### config.mk
export PLATFORM = sky130hd
export DESIGN_NAME = twc_ctrl
export DESIGN_NICKNAME = d
export VERILOG_FILES = /design/src/hw/twc_pkg.sv /design/src/hw/twc_ctrl.sv
export SDC_FILE = /design/constraint.sdc
export NUM_CORES = 1
export LEC_CHECK = 0
export BUFFER_PORTS_ARGS = -buffer_cell sky130_fd_sc_hd__buf_2
export CORE_MARGIN = 3
export CORE_UTILIZATION = 55
export CTS_CLUSTER_SIZE = 10
export DETAILED_ROUTE_END_ITERATION = 10
export PLACE_DENSITY = 0.77
export SLEW_MARGIN = 20
export SYNTH_ARGS = -nofsm -noshare
export SYNTH_HDL_FRONTEND = slang
export SYNTH_HIERARCHICAL = 1
export SYNTH_SLANG_ARGS = --single-unit
### constraint.sdc
create_clock -name mclk -period 4.6 [get_ports mclk]
set_input_delay 0.92 -clock mclk [delete_from_list [all_inputs] [get_ports mclk]]
set_output_delay 0.92 -clock mclk [all_outputs]
set_load 0.02 [all_outputs]
### src/hw/twc_pkg.sv
package twc_pkg;

	// ****************************************************************
	// Register offsets
	// ****************************************************************
	localparam logic [7:0] TWC_OFF_CR1  = 8'hC1;
	localparam logic [7:0] TWC_OFF_CR2  = 8'hC2;
	localparam logic [7:0] TWC_OFF_TSA  = 8'hC3;
	localparam logic [7:0] TWC_OFF_DBUF = 8'hC4;
	localparam logic [7:0] TWC_OFF_OAL  = 8'hC5;
	localparam logic [7:0] TWC_OFF_OAH  = 8'hC6;
	localparam logic [7:0] TWC_OFF_FLG  = 8'hC7;
	localparam logic [7:0] TWC_OFF_BINT = 8'hD7;
	localparam logic [7:0] TWC_OFF_BCR1 = 8'hD9;

	// ****************************************************************
	// Field positions and reset values
	// ****************************************************************
	localparam int TWC_B_STROBE = 7;
	localparam int TWC_B_ROLE   = 6;
	localparam int TWC_B_SPEED  = 5;
	localparam int TWC_B_STOP   = 4;
	localparam int TWC_B_SRST   = 5;
	localparam int TWC_B_EN     = 0;
	localparam int TWC_B_SEL    = 1;
	localparam logic [7:0] TWC_RST_CR1  = 8'h00;
	localparam logic [7:0] TWC_RST_CR2  = 8'h20;
	localparam logic [7:0] TWC_RST_BCR1 = 8'h09;

	// ****************************************************************
	// Bus constants
	// ****************************************************************
	localparam logic [4:0] TWC_TEN_PREFIX = 5'h1E;
	localparam logic [3:0] TWC_ACK_SLOT   = 4'h8;
	localparam logic [3:0] TWC_ACK_CLK    = 4'h9;
	localparam logic [3:0] TWC_ACK_DONE   = 4'hA;
	localparam int         TWC_FIFO_W     = 8;
	localparam int         TWC_FIFO_D     = 32;
	localparam logic [7:0] TWC_DIV_FAST [0:7] = '{8'h0A, 8'h0F, 8'h14, 8'h19,
		8'h1E, 8'h28, 8'h32, 8'h3C};
	localparam logic [7:0] TWC_DIV_STD  [0:7] = '{8'h28, 8'h3C, 8'h50, 8'h64,
		8'h78, 8'hA0, 8'hC8, 8'hF0};

	// ****************************************************************
	// Types
	// ****************************************************************
	typedef enum logic [3:0] {
		TWC_IDLE, TWC_M_START, TWC_M_BIT, TWC_M_STOP, TWC_M_HOLD,
		TWC_S_RX, TWC_S_TX, TWC_S_WAIT, TWC_S_IGN
	} twc_state_e;

	typedef struct packed {
		logic       wr;
		logic       rd;
		logic [7:0] addr;
		logic [7:0] wdata;
	} twc_sfr_req_s;

	typedef struct packed {
		logic scl_out;
		logic scl_oe_n;
		logic sda_out;
		logic sda_oe_n;
	} twc_pad_s;

endpackage : twc_pkg

### src/hw/twc_ctrl.sv
// Contract
// - Master: strobe clocks one byte; hardware clears strobe after the handshake.
// - Slave: bit 7 is pending, SCL held until software clears it.
// - Role bit 0 selects slave (default), 1 selects master.
// - Speed bit chooses standard or fast rate and the divider table.
// - Master STOP request: read ends with NACK then STOP; write STOPs after ACK.
// - Slave with STOP request while written to answers NACK.
// - Address-sent flag sets after address byte handshake, clears on address write.
// - Ack status follows the last ninth-bit ACK or NACK, whether the peer or this controller gave it.
// - Receive-full sets while a byte waits, clears as software reads it.
// - Transmit-empty sets after send and handshake, clears on buffer write.
// - Slave busy on START, clears on STOP, mismatch, disable; master busy START-STOP.
// - Clearing soft reset bit resets the state machine and releases SCL.
// - Fast speed divisors 10,15,20,25,30,40,50,60 for select codes 0-7.
// - Standard speed divisors 40,60,80,100,120,160,200,240 for select codes 0-7.
// - Enable switches on, initialises the state machine, keeps registers.
// - Target address register: address in bits 7-1, direction in bit 0.
// - Slave matches 7-bit addresses against own address bits 6-0, 10-bit addresses against all 10 bits.
// - Receive, transmit and stop status flags; writes or disable clear rx/tx.
// - Second port: tx/rx/stop flags, stop enable; stop flag takes stop enable on tx/rx flag writes.
// - START and STOP are SDA edges with SCL high; SDA changes while SCL low.
`timescale 1ns/1ps
`default_nettype none

// ****************************************************************
// Receive FIFO
// ****************************************************************
module twc_fifo #(
	parameter int WIDTH = 8,
	parameter int DEPTH = 32
) (
	input  wire logic             mclk,
	input  wire logic             rst_n,
	input  wire logic             in_valid,
	output logic                  in_ready,
	input  wire logic [WIDTH-1:0] in_data,
	output logic                  out_valid,
	input  wire logic             out_ready,
	output logic      [WIDTH-1:0] out_data
);
	localparam int AW = $clog2(DEPTH);

	typedef struct packed {
		logic [DEPTH-1:0][WIDTH-1:0] mem;
		logic [AW:0]                 wp;
		logic [AW:0]                 rp;
	} twc_fifo_s;

	twc_fifo_s s;
	twc_fifo_s next_s;
	logic [AW:0] fill;

	// Occupancy and handshakes
	assign fill      = s.wp - s.rp;
	assign in_ready  = (fill != (AW+1)'(DEPTH));
	assign out_valid = (fill != '0);
	assign out_data  = s.mem[s.rp[AW-1:0]];

	// Pointer and storage update
	always_comb begin
		next_s = s;
		if (in_valid && in_ready) begin
			next_s.mem[s.wp[AW-1:0]] = in_data;
			next_s.wp = s.wp + 1'b1;
		end
		if (out_valid && out_ready) begin
			next_s.rp = s.rp + 1'b1;
		end
	end

	always_ff @(posedge mclk) begin
		if (!rst_n) begin
			s <= '0;
		end else begin
			s <= next_s;
		end
	end
endmodule : twc_fifo

// ****************************************************************
// Two-wire controller
// ****************************************************************
module twc_ctrl
	import twc_pkg::*;
(
	input  wire logic         mclk,
	input  wire logic         rst_n,
	input  wire twc_sfr_req_s sfr_req,
	output logic        [7:0] sfr_rdata,
	input  wire logic         scl_in,
	input  wire logic         sda_in,
	output twc_pad_s          pad
);
	typedef struct packed {
		twc_state_e state;
		logic [1:0] ph;
		logic [7:0] tick;
		logic [3:0] cnt;
		logic [7:0] shift;
		logic       strobe, role, speed, stopreq, asent, ack, tx_empty;
		logic       sbusy, srst_n, mbusy, en;
		logic [2:0] sel;
		logic [7:0] tsa, txd, oal;
		logic [1:0] oah;
		logic       fstop, frx, ftx;
		logic [3:0] b_int, b_cr1;
		logic [7:0] rdata;
		twc_pad_s   pad;
		logic       scl_m, scl_s, scl_p, sda_m, sda_s, sda_p;
		logic       started, is_addr, rw, ten, addr10, acked, newaddr;
		logic       push, pop;
		logic [7:0] push_data;
	} twc_core_s;

	twc_core_s  s;
	twc_core_s  next_s;
	logic       fifo_ready;
	logic       fifo_valid;
	logic [7:0] fifo_data;

	// Quarter of an SCL period; the four phases add up to the divisor
	function automatic logic [7:0] phase_len(input logic [7:0] div, input logic [1:0] ph);
		logic [8:0] t;
		t = {1'b0, div} + 9'h003 - {7'h00, ph};
		return {1'b0, t[8:2]} - 8'h01;
	endfunction : phase_len

	twc_fifo #(.WIDTH(TWC_FIFO_W), .DEPTH(TWC_FIFO_D)) u_rx_fifo (
		.mclk      (mclk),
		.rst_n     (rst_n),
		.in_valid  (s.push),
		.in_ready  (fifo_ready),
		.in_data   (s.push_data),
		.out_valid (fifo_valid),
		.out_ready (s.pop),
		.out_data  (fifo_data)
	);

	assign sfr_rdata = s.rdata;
	assign pad       = s.pad;

	// Next state of the whole controller
	always_comb begin
		logic       b_start, b_stop, rise, fall, tick, ok;
		logic [7:0] div, nbyte;
		next_s = s;
		next_s.push = 1'b0;
		next_s.pop  = 1'b0;
		// Two-stage pin synchronisers, then a history stage
		next_s.scl_m = scl_in;
		next_s.scl_s = s.scl_m;
		next_s.scl_p = s.scl_s;
		next_s.sda_m = sda_in;
		next_s.sda_s = s.sda_m;
		next_s.sda_p = s.sda_s;
		b_start = s.scl_s && s.scl_p && s.sda_p && !s.sda_s;
		b_stop  = s.scl_s && s.scl_p && !s.sda_p && s.sda_s;
		rise    = s.scl_s && !s.scl_p;
		fall    = !s.scl_s && s.scl_p;
		ok      = 1'b0;
		nbyte   = s.rw ? 8'hFF : s.txd;
		div     = s.speed ? TWC_DIV_FAST[s.sel] : TWC_DIV_STD[s.sel];
		tick    = (s.tick == 8'h00);
		next_s.tick = tick ? phase_len(div, s.ph + 2'h1) : s.tick - 8'h01;

		// Register writes; hardware events below take priority
		if (sfr_req.wr) begin
			case (sfr_req.addr)
				TWC_OFF_CR1: begin
					next_s.strobe  = sfr_req.wdata[TWC_B_STROBE];
					next_s.role    = sfr_req.wdata[TWC_B_ROLE];
					next_s.speed   = sfr_req.wdata[TWC_B_SPEED];
					next_s.stopreq = sfr_req.wdata[TWC_B_STOP];
				end
				TWC_OFF_CR2: begin
					next_s.srst_n = sfr_req.wdata[TWC_B_SRST];
					next_s.sel    = sfr_req.wdata[TWC_B_SEL +: 3];
					next_s.en     = sfr_req.wdata[TWC_B_EN];
				end
				TWC_OFF_TSA: begin
					next_s.tsa     = sfr_req.wdata;
					next_s.asent   = 1'b0;
					next_s.newaddr = 1'b1;
				end
				TWC_OFF_DBUF: begin
					next_s.txd      = sfr_req.wdata;
					next_s.tx_empty = 1'b0;
				end
				TWC_OFF_OAL: next_s.oal = sfr_req.wdata;
				TWC_OFF_OAH: next_s.oah = sfr_req.wdata[1:0];
				TWC_OFF_FLG: {next_s.fstop, next_s.frx, next_s.ftx} = sfr_req.wdata[2:0];
				TWC_OFF_BINT: begin
					next_s.b_int = sfr_req.wdata[7:4];
					if (sfr_req.wdata[7] || sfr_req.wdata[6]) begin
						next_s.b_int[0] = s.b_cr1[0];
					end
				end
				TWC_OFF_BCR1: next_s.b_cr1 = sfr_req.wdata[7:4];
				default: ;
			endcase
		end

		// Register reads; a data buffer read pops the receive FIFO
		if (sfr_req.rd) begin
			case (sfr_req.addr)
				TWC_OFF_CR1: next_s.rdata = {s.strobe, s.role, s.speed, s.stopreq,
					s.asent, s.ack, fifo_valid, s.tx_empty};
				TWC_OFF_CR2: next_s.rdata = {s.sbusy, 1'b0, s.srst_n, s.mbusy,
					s.sel, s.en};
				TWC_OFF_TSA:  next_s.rdata = s.tsa;
				TWC_OFF_DBUF: next_s.rdata = fifo_valid ? fifo_data : s.txd;
				TWC_OFF_OAL:  next_s.rdata = s.oal;
				TWC_OFF_OAH:  next_s.rdata = {6'h00, s.oah};
				TWC_OFF_FLG:  next_s.rdata = {5'h00, s.fstop, s.frx, s.ftx};
				TWC_OFF_BINT: next_s.rdata = {s.b_int, 4'h0};
				TWC_OFF_BCR1: next_s.rdata = {s.b_cr1, TWC_RST_BCR1[3:0]};
				default:      next_s.rdata = 8'h00;
			endcase
			next_s.pop = (sfr_req.addr == TWC_OFF_DBUF) && fifo_valid;
		end

		// Bus-level flags
		if (b_start) begin
			next_s.mbusy = 1'b1;
		end
		if (b_stop) begin
			next_s.mbusy = 1'b0;
			next_s.fstop = 1'b1;
		end

		// Protocol engine
		case (s.state)
			TWC_IDLE: begin
				next_s.pad.scl_oe_n = 1'b1;
				next_s.pad.sda_oe_n = 1'b1;
				if (s.role && s.strobe) begin
					next_s.state = TWC_M_START;
					next_s.ph    = 2'h0;
					next_s.tick  = phase_len(div, 2'h0);
				end
			end
			// Master start or repeated start
			TWC_M_START: begin
				if (tick) begin
					next_s.ph = s.ph + 2'h1;
					case (s.ph)
						2'h0: next_s.pad.scl_oe_n = 1'b1;
						2'h1: next_s.pad.sda_oe_n = 1'b0;
						2'h2: ;
						default: begin
							next_s.pad.scl_oe_n = 1'b0;
							next_s.state   = TWC_M_BIT;
							next_s.cnt     = 4'h0;
							next_s.is_addr = 1'b1;
							next_s.rw      = s.tsa[0];
							next_s.shift   = s.tsa;
							next_s.newaddr = 1'b0;
							next_s.started = 1'b1;
						end
					endcase
				end
			end
			// Master bit cell: set SDA, raise SCL, sample, drop SCL
			TWC_M_BIT: begin
				if (tick) begin
					next_s.ph = s.ph + 2'h1;
					case (s.ph)
						2'h0: begin
							if (s.cnt != TWC_ACK_SLOT) begin
								next_s.pad.sda_oe_n = (s.is_addr || !s.rw) ? s.shift[7] : 1'b1;
							end else if (s.is_addr || !s.rw) begin
								next_s.pad.sda_oe_n = 1'b1;
							end else if (!fifo_ready) begin
								next_s.ph   = s.ph; // FIFO full: stretch low phase
								next_s.tick = phase_len(div, s.ph);
							end else begin
								next_s.push      = 1'b1;
								next_s.push_data = s.shift;
								next_s.pad.sda_oe_n = s.stopreq;
							end
						end
						2'h1: next_s.pad.scl_oe_n = 1'b1;
						2'h2: begin
							if (s.cnt != TWC_ACK_SLOT) begin
								next_s.shift = {s.shift[6:0], s.sda_s};
							end else begin
								next_s.acked = (s.is_addr || !s.rw) ? !s.sda_s : !s.stopreq;
							end
						end
						default: begin
							next_s.pad.scl_oe_n = 1'b0;
							next_s.cnt = s.cnt + 4'h1;
							if (s.cnt == TWC_ACK_SLOT) begin
								next_s.strobe = 1'b0;
								next_s.ack    = s.acked;
								if (s.is_addr) begin
									next_s.asent = 1'b1;
								end
								if (s.is_addr || !s.rw) begin
									next_s.ftx      = 1'b1;
									next_s.tx_empty = 1'b1;
								end else if (s.acked) begin
									next_s.frx = 1'b1;
								end
								next_s.is_addr = 1'b0;
								next_s.state   = s.stopreq ? TWC_M_STOP : TWC_M_HOLD;
							end
						end
					endcase
				end
			end
			// Master holds SCL low until the next strobe
			TWC_M_HOLD: begin
				next_s.pad.sda_oe_n = 1'b1;
				if (!s.role) begin
					next_s.state = TWC_IDLE;
				end else if (s.strobe && s.newaddr) begin
					next_s.state = TWC_M_START;
					next_s.ph    = 2'h0;
					next_s.tick  = phase_len(div, 2'h0);
				end else if (s.strobe) begin
					next_s.state = TWC_M_BIT;
					next_s.ph    = 2'h0;
					next_s.cnt   = 4'h0;
					next_s.shift = nbyte;
					next_s.tick  = phase_len(div, 2'h0);
				end
			end
			// Master stop: SDA low, SCL high, SDA high
			TWC_M_STOP: begin
				if (tick) begin
					next_s.ph = s.ph + 2'h1;
					case (s.ph)
						2'h0: next_s.pad.sda_oe_n = 1'b0;
						2'h1: next_s.pad.scl_oe_n = 1'b1;
						2'h2: next_s.pad.sda_oe_n = 1'b1;
						default: begin
							next_s.stopreq = 1'b0;
							next_s.started = 1'b0;
							next_s.state   = TWC_IDLE;
						end
					endcase
				end
			end
			// Slave receives address or data
			TWC_S_RX: begin
				if (rise && s.cnt < TWC_ACK_SLOT) begin
					next_s.shift = {s.shift[6:0], s.sda_s};
					next_s.cnt   = s.cnt + 4'h1;
				end else if (rise && s.cnt == TWC_ACK_CLK) begin
					next_s.cnt = TWC_ACK_DONE;
				end
				if (s.cnt == TWC_ACK_SLOT && !s.scl_s) begin
					if (!fifo_ready) begin
						next_s.pad.scl_oe_n = 1'b0; // FIFO full: stretch
					end else begin
						if (!s.is_addr) begin
							ok = !s.stopreq;
						end else if (s.ten) begin
							ok = (s.shift == s.oal);
							next_s.is_addr = !ok;
							next_s.addr10  = ok;
							next_s.ten     = 1'b0;
							next_s.rw      = 1'b0;
						end else if (s.shift[7:3] == TWC_TEN_PREFIX && s.shift[2:1] == s.oah) begin
							ok = !s.shift[0] || s.addr10;
							next_s.ten     = !s.shift[0];
							next_s.is_addr = !s.shift[0] || !ok; // Refused read keeps busy clear path
							next_s.rw      = s.shift[0];
						end else begin
							ok = (s.shift[7:1] == s.oal[6:0]);
							next_s.is_addr = !ok; // Mismatch drops slave busy
							next_s.rw      = s.shift[0];
						end
						next_s.acked        = ok;
						next_s.push         = ok;
						next_s.push_data    = s.shift;
						next_s.pad.sda_oe_n = !ok;
						next_s.pad.scl_oe_n = 1'b1;
						next_s.cnt          = TWC_ACK_CLK;
					end
				end
				if (s.cnt == TWC_ACK_DONE && !s.scl_s) begin
					next_s.pad.sda_oe_n = 1'b1;
					next_s.ack = s.acked;
					if (s.acked) begin
						next_s.strobe = 1'b1;
						next_s.frx    = 1'b1;
						next_s.pad.scl_oe_n = 1'b0;
						next_s.state  = TWC_S_WAIT;
					end else begin
						next_s.state = TWC_S_IGN;
						if (s.is_addr) begin
							next_s.sbusy = 1'b0;
						end
					end
				end
			end
			// Slave holds SCL until software clears pending
			TWC_S_WAIT: begin
				next_s.pad.scl_oe_n = 1'b0;
				if (!s.strobe) begin
					next_s.pad.scl_oe_n = 1'b1;
					next_s.cnt = 4'h0;
					if (s.rw) begin
						next_s.state = TWC_S_TX;
						next_s.shift = s.txd;
						next_s.pad.sda_oe_n = s.txd[7];
					end else begin
						next_s.state = TWC_S_RX;
					end
				end
			end
			// Slave transmits; bits change only on falling SCL
			TWC_S_TX: begin
				if (rise && s.cnt == TWC_ACK_SLOT) begin
					next_s.acked = !s.sda_s;
					next_s.cnt   = TWC_ACK_CLK;
				end else if (rise) begin
					next_s.cnt = s.cnt + 4'h1;
				end
				if (fall && s.cnt < TWC_ACK_SLOT) begin
					next_s.shift = {s.shift[6:0], 1'b1};
					next_s.pad.sda_oe_n = s.shift[6];
				end else if (fall && s.cnt == TWC_ACK_SLOT) begin
					next_s.pad.sda_oe_n = 1'b1;
				end else if (fall && s.cnt == TWC_ACK_CLK) begin
					next_s.ack      = s.acked;
					next_s.ftx      = 1'b1;
					next_s.tx_empty = 1'b1;
					if (s.acked) begin
						next_s.strobe = 1'b1;
						next_s.pad.scl_oe_n = 1'b0;
						next_s.state  = TWC_S_WAIT;
					end else begin
						next_s.state = TWC_S_IGN;
					end
				end
			end
			TWC_S_IGN: begin
				next_s.pad.scl_oe_n = 1'b1;
				next_s.pad.sda_oe_n = 1'b1;
			end
			default: next_s.state = TWC_IDLE;
		endcase

		// Slave follows START and STOP in any state
		if (!s.role && b_start) begin
			next_s.state   = TWC_S_RX;
			next_s.cnt     = 4'h0;
			next_s.is_addr = 1'b1;
			next_s.sbusy   = 1'b1;
			next_s.pad.scl_oe_n = 1'b1;
			next_s.pad.sda_oe_n = 1'b1;
		end else if (!s.role && b_stop) begin
			next_s.state  = TWC_IDLE;
			next_s.sbusy  = 1'b0;
			next_s.addr10 = 1'b0;
			next_s.ten    = 1'b0;
		end

		// Disable or soft reset: state machine back to idle, pads released
		if (!s.en || !s.srst_n) begin
			next_s.state   = TWC_IDLE;
			next_s.pad.scl_oe_n = 1'b1;
			next_s.pad.sda_oe_n = 1'b1;
			next_s.started = 1'b0;
			next_s.addr10  = 1'b0;
			next_s.ten     = 1'b0;
			if (!s.en) begin
				next_s.sbusy = 1'b0;
				next_s.frx   = 1'b0;
				next_s.ftx   = 1'b0;
			end
		end
	end

	// State register
	always_ff @(posedge mclk) begin
		if (!rst_n) begin
			s <= '0;
			s.state  <= TWC_IDLE;
			s.srst_n <= TWC_RST_CR2[TWC_B_SRST];
			s.b_cr1  <= TWC_RST_BCR1[7:4];
			s.pad    <= '{scl_out: 1'b0, scl_oe_n: 1'b1, sda_out: 1'b0, sda_oe_n: 1'b1};
			s.scl_m  <= 1'b1;
			s.scl_s  <= 1'b1;
			s.scl_p  <= 1'b1;
			s.sda_m  <= 1'b1;
			s.sda_s  <= 1'b1;
			s.sda_p  <= 1'b1;
		end else begin
			s <= next_s;
		end
	end
endmodule : twc_ctrl

`default_nettype wire

==> results.md <==
- The die boundary height is 196.9 µm.
- The count of hold buffers inserted by post-cts repair is 0.
- The initial utilization of the core area, before any placement, comes to 56.10%.
- The number of enable-type register cells in the synthesized netlist is 0.
- The via count of the first global-routing pass is 16070.
- The worst setup path is captured at a register.
- The tool flagged a number of max-cap violations equal to 0.
- By startpoint and endpoint, the worst setup path is classified as reg2reg.
- In this run, the number of DRC markers left after iteration 0 of detailed routing was 1725.
- The proportion of register bits with asynchronous set or reset after synthesis is 0%.
- Once detail routing completed, the nets flagged for antenna violations numbered 0.
- The post-route clock period utilization is 87.90%.
- The first global-routing pass estimated 86330 µm of wire.
- The dominant cell by count in the synthesized netlist is sky130_fd_sc_hd__nand2_1.
- The HPWL after detailed placement is 36890 µm.
- The net total in the final layout is 2185.
- Averaged over all synthesized cells, the footprint is 9.185 µm².
- The initial antenna violation count is 0.
- The final-report setup violation count is 0.
- Dividing the detail-routed wire length by the instance count gives 20.85 µm.
- The hold violation total from the final report is 0.
- The area of the mapped netlist is 0.02005 mm².
- The pin count of the biggest net entering global routing is 102.
- The register bit total from synthesis is 377.
- The wire length reported by the detailed router is 54410 µm.
- The share of the synthesized area in the top cell type is 37.64%.
- TritonCTS built the clock tree.
- In the routed layout, each cell is associated on average with a via count of 6.314.
- The arrival time reported for the critical path endpoint is 4.51 ns.
- The tree is rooted in a sky130_fd_sc_hd__clkbuf_16.
- The overall global routing resource usage is 27.51%.
- The sequential-to-total area share from yosys stat is 37.64%.
- At the later pin of the worst-skew pair, clock insertion delay measures 0.59 ns.
- The post-layout minimum cycle time is 4.043 ns.
- At the pin with the least slew margin, the transition time is 1.024 ns.
- The cell type contributing the most total cell area after synthesis is sky130_fd_sc_hd__dfxtp_1.
- The relative slew slack is 31.60%.
- Summed over all cells, the static leakage comes to 0.009223 µW.
- The number of slew-limit violations in the final report is 0.
- The number of post-CTS setup repair buffers is 0.
- Input and output buffers added on the ports amount to 31.
- Setup slack on the worst reg-to-reg path comes out at 0.56 ns.
- In the synthesized netlist, the number of instances is 2183.
- The number of design rule violations left after detail routing is 0.
- The Yosys step of the flow raised 6 warnings.
- After synthesis, the cell types taking the most area are sky130_fd_sc_hd__dfxtp_1 38%, sky130_fd_sc_hd__mux2i_1 15%, sky130_fd_sc_hd__mux4_2 9.1%, sky130_fd_sc_hd__nand2_1 8.6%, sky130_fd_sc_hd__a21oi_1 3.0%.
- The floorplan step defined a die boundary enclosing 0.03878 mm².
- After clock tree synthesis, the clock-pin slew on the worst setup and hold paths is 0.06 ns.
- The number of buffers inserted during clock tree synthesis is 45.
- STA classifies the critical path startpoint as a register.
- Across all layers, the routed design uses 16470 vias.
- The required time of the worst setup path is 5.07 ns.
- In the synthesized netlist, the cells that appear most often are 459 x sky130_fd_sc_hd__nand2_1, 377 x sky130_fd_sc_hd__dfxtp_1, 297 x sky130_fd_sc_hd__mux2i_1.
- The tree built by TritonCTS fans out to 377 sinks.
- The ratio of cells with drive above 1 in the final layout is 12.38%.
- In this run the deepest clock path goes through 3 buffers.
- Synthesis instantiated 90 different standard cells from the library.
- The clock skew after layout is 0.02186 ns.
- Routability-driven placement finished with a final weighted congestion of 0.9891.
- The area overhead of the layout relative to synthesis is 7.713%.
- Cells fill 60.43% of the core in the end.
- For this run the aggregate overflow at the end of global routing stands at 0.
- The highest clock frequency the design can meet is 0.2473 GHz.
- The I/O pin total is 34.
- The number of rows in the core area is 69.
- The width of the die is 196.9 µm.
- The power density relative to cell area is 321.3 mW/mm².
- The tightest min-delay check is of the reg2reg type.
- Once the clock tree was built, the resizer swapped 0 gates to a different size.
- The dominant register cell in the synthesized netlist is sky130_fd_sc_hd__dfxtp_1.
- The placeable core area is 0.03574 mm².
- The first detailed-routing pass took 6 iterations.
- The worst supply voltage drop on vdd is 0.2883 mV.
- 0 antenna diodes ended up in the layout.
- The H-tree generated during clock tree synthesis spans 2 levels.
- The maximum fanout along the worst path is 12.
- Setup repair after global routing left no endpoint under its margin.
- The run finished with clean final reports.
- Summed over all failing endpoints, the final setup total negative slack is 0 ns.
[cell type report]
cell class | instances | area, µm²
multi-input combinational | 1609 | 11620
fill | 2995 | 14140
clock buffer | 52 | 1162
clock inverter | 7 | 82.58
inverter | 32 | 121.4
sequential | 377 | 7555
tap | 461 | 576.8
timing repair buffer | 71 | 476.7
[cells in the final DEF, fill, tap and decap left out, types with 17 or more instances in the layout]
cell,netlist,layout
sky130_fd_sc_hd__buf_4,16,39
sky130_fd_sc_hd__nor2_1,143,143
sky130_fd_sc_hd__o21ai_4,24,24
sky130_fd_sc_hd__a21oi_1,122,122
sky130_fd_sc_hd__nor3_1,29,29
sky130_fd_sc_hd__mux2i_1,297,297
sky130_fd_sc_hd__nand3_1,72,72
sky130_fd_sc_hd__mux4_2,81,81
sky130_fd_sc_hd__ha_1,27,27
sky130_fd_sc_hd__nand2_1,459,459
sky130_fd_sc_hd__dfxtp_1,377,375
sky130_fd_sc_hd__xor2_1,18,18
sky130_fd_sc_hd__buf_2,24,30
sky130_fd_sc_hd__inv_1,25,25
sky130_fd_sc_hd__o21ai_0,54,54
sky130_fd_sc_hd__clkbuf_16,0,45
sky130_fd_sc_hd__nand2b_1,20,20
sky130_fd_sc_hd__xnor2_1,17,17
[sequential cells by signal (all words and copies together), names as in the netlist]
name and flops:
pad 2, sfr_rdata 8, u_rx_fifo/s 268, s 95
next_s 4
[critical path, stage by stage (launching register included)]
cell and delay, ns:
sky130_fd_sc_hd__dfxtp_1 0.52, sky130_fd_sc_hd__clkinv_1 0.35, sky130_fd_sc_hd__ha_1 0.33, sky130_fd_sc_hd__or3_1 0.36, sky130_fd_sc_hd__o32a_2 0.24, sky130_fd_sc_hd__and2_2 0.22, sky130_fd_sc_hd__buf_4 0.20, sky130_fd_sc_hd__nand2b_1 0.30
sky130_fd_sc_hd__nor2_1 0.36, sky130_fd_sc_hd__nand2_1 0.15, sky130_fd_sc_hd__nor2_1 0.31, sky130_fd_sc_hd__nor2_1 0.08, sky130_fd_sc_hd__o311a_1 0.28, sky130_fd_sc_hd__a32o_1 0.21
[path summary, 6_finish.rpt]
kind / endpoint / start / cells after the start
min reg2reg: next_s[20] / next_s[21] / 1
max reg2reg: s[105] / u_rx_fifo/s[3] / 13
min: next_s[20] / next_s[21] / 1
max: s[105] / u_rx_fifo/s[3] / 13
[report_power, final]
part           internal (µW)  switching, µW
sequential              3300           30.7
combinational            155            290
clock                   1780           1380
[kinds of logic after synthesis]
group	after synthesis	share of synthesized area, %
mux	390	24.62
xor+xnor	39	1.916
compound gates	338	12.02
other cells	1	0.01870
flops	377	37.64
buf+inv	198	4.456
fa+ha+maj	27	1.685
simple gates	813	17.65
[stage by stage]
step	std cells	area, µm²	hold slack, ns	total power (µW)	setup WS (ns)
finish	2609	21600	0.4266	6938	0.5566
global route	2609	21600	0.4505	7130	0.2031
CTS	2609	21590	0.4318	6959	0.6202
detailed placement	2550	20350	0.4146	3830	0.6465
global placement	2550	20350	0.3991	3833	0.7564
floorplan	2184	20050	0.3863	3708	0.4297
[layer usage]
metal	vias to the layer above	GRT usage, %	part of all wire, %
li1	7623	-	-
met2	685	45.52	48
met4	0	11.72	4.0
met1	8011	36.13	41
met3	154	4.239	6.8
met5	-	0	0
Note: power is estimated with default switching activity, not from simulation.
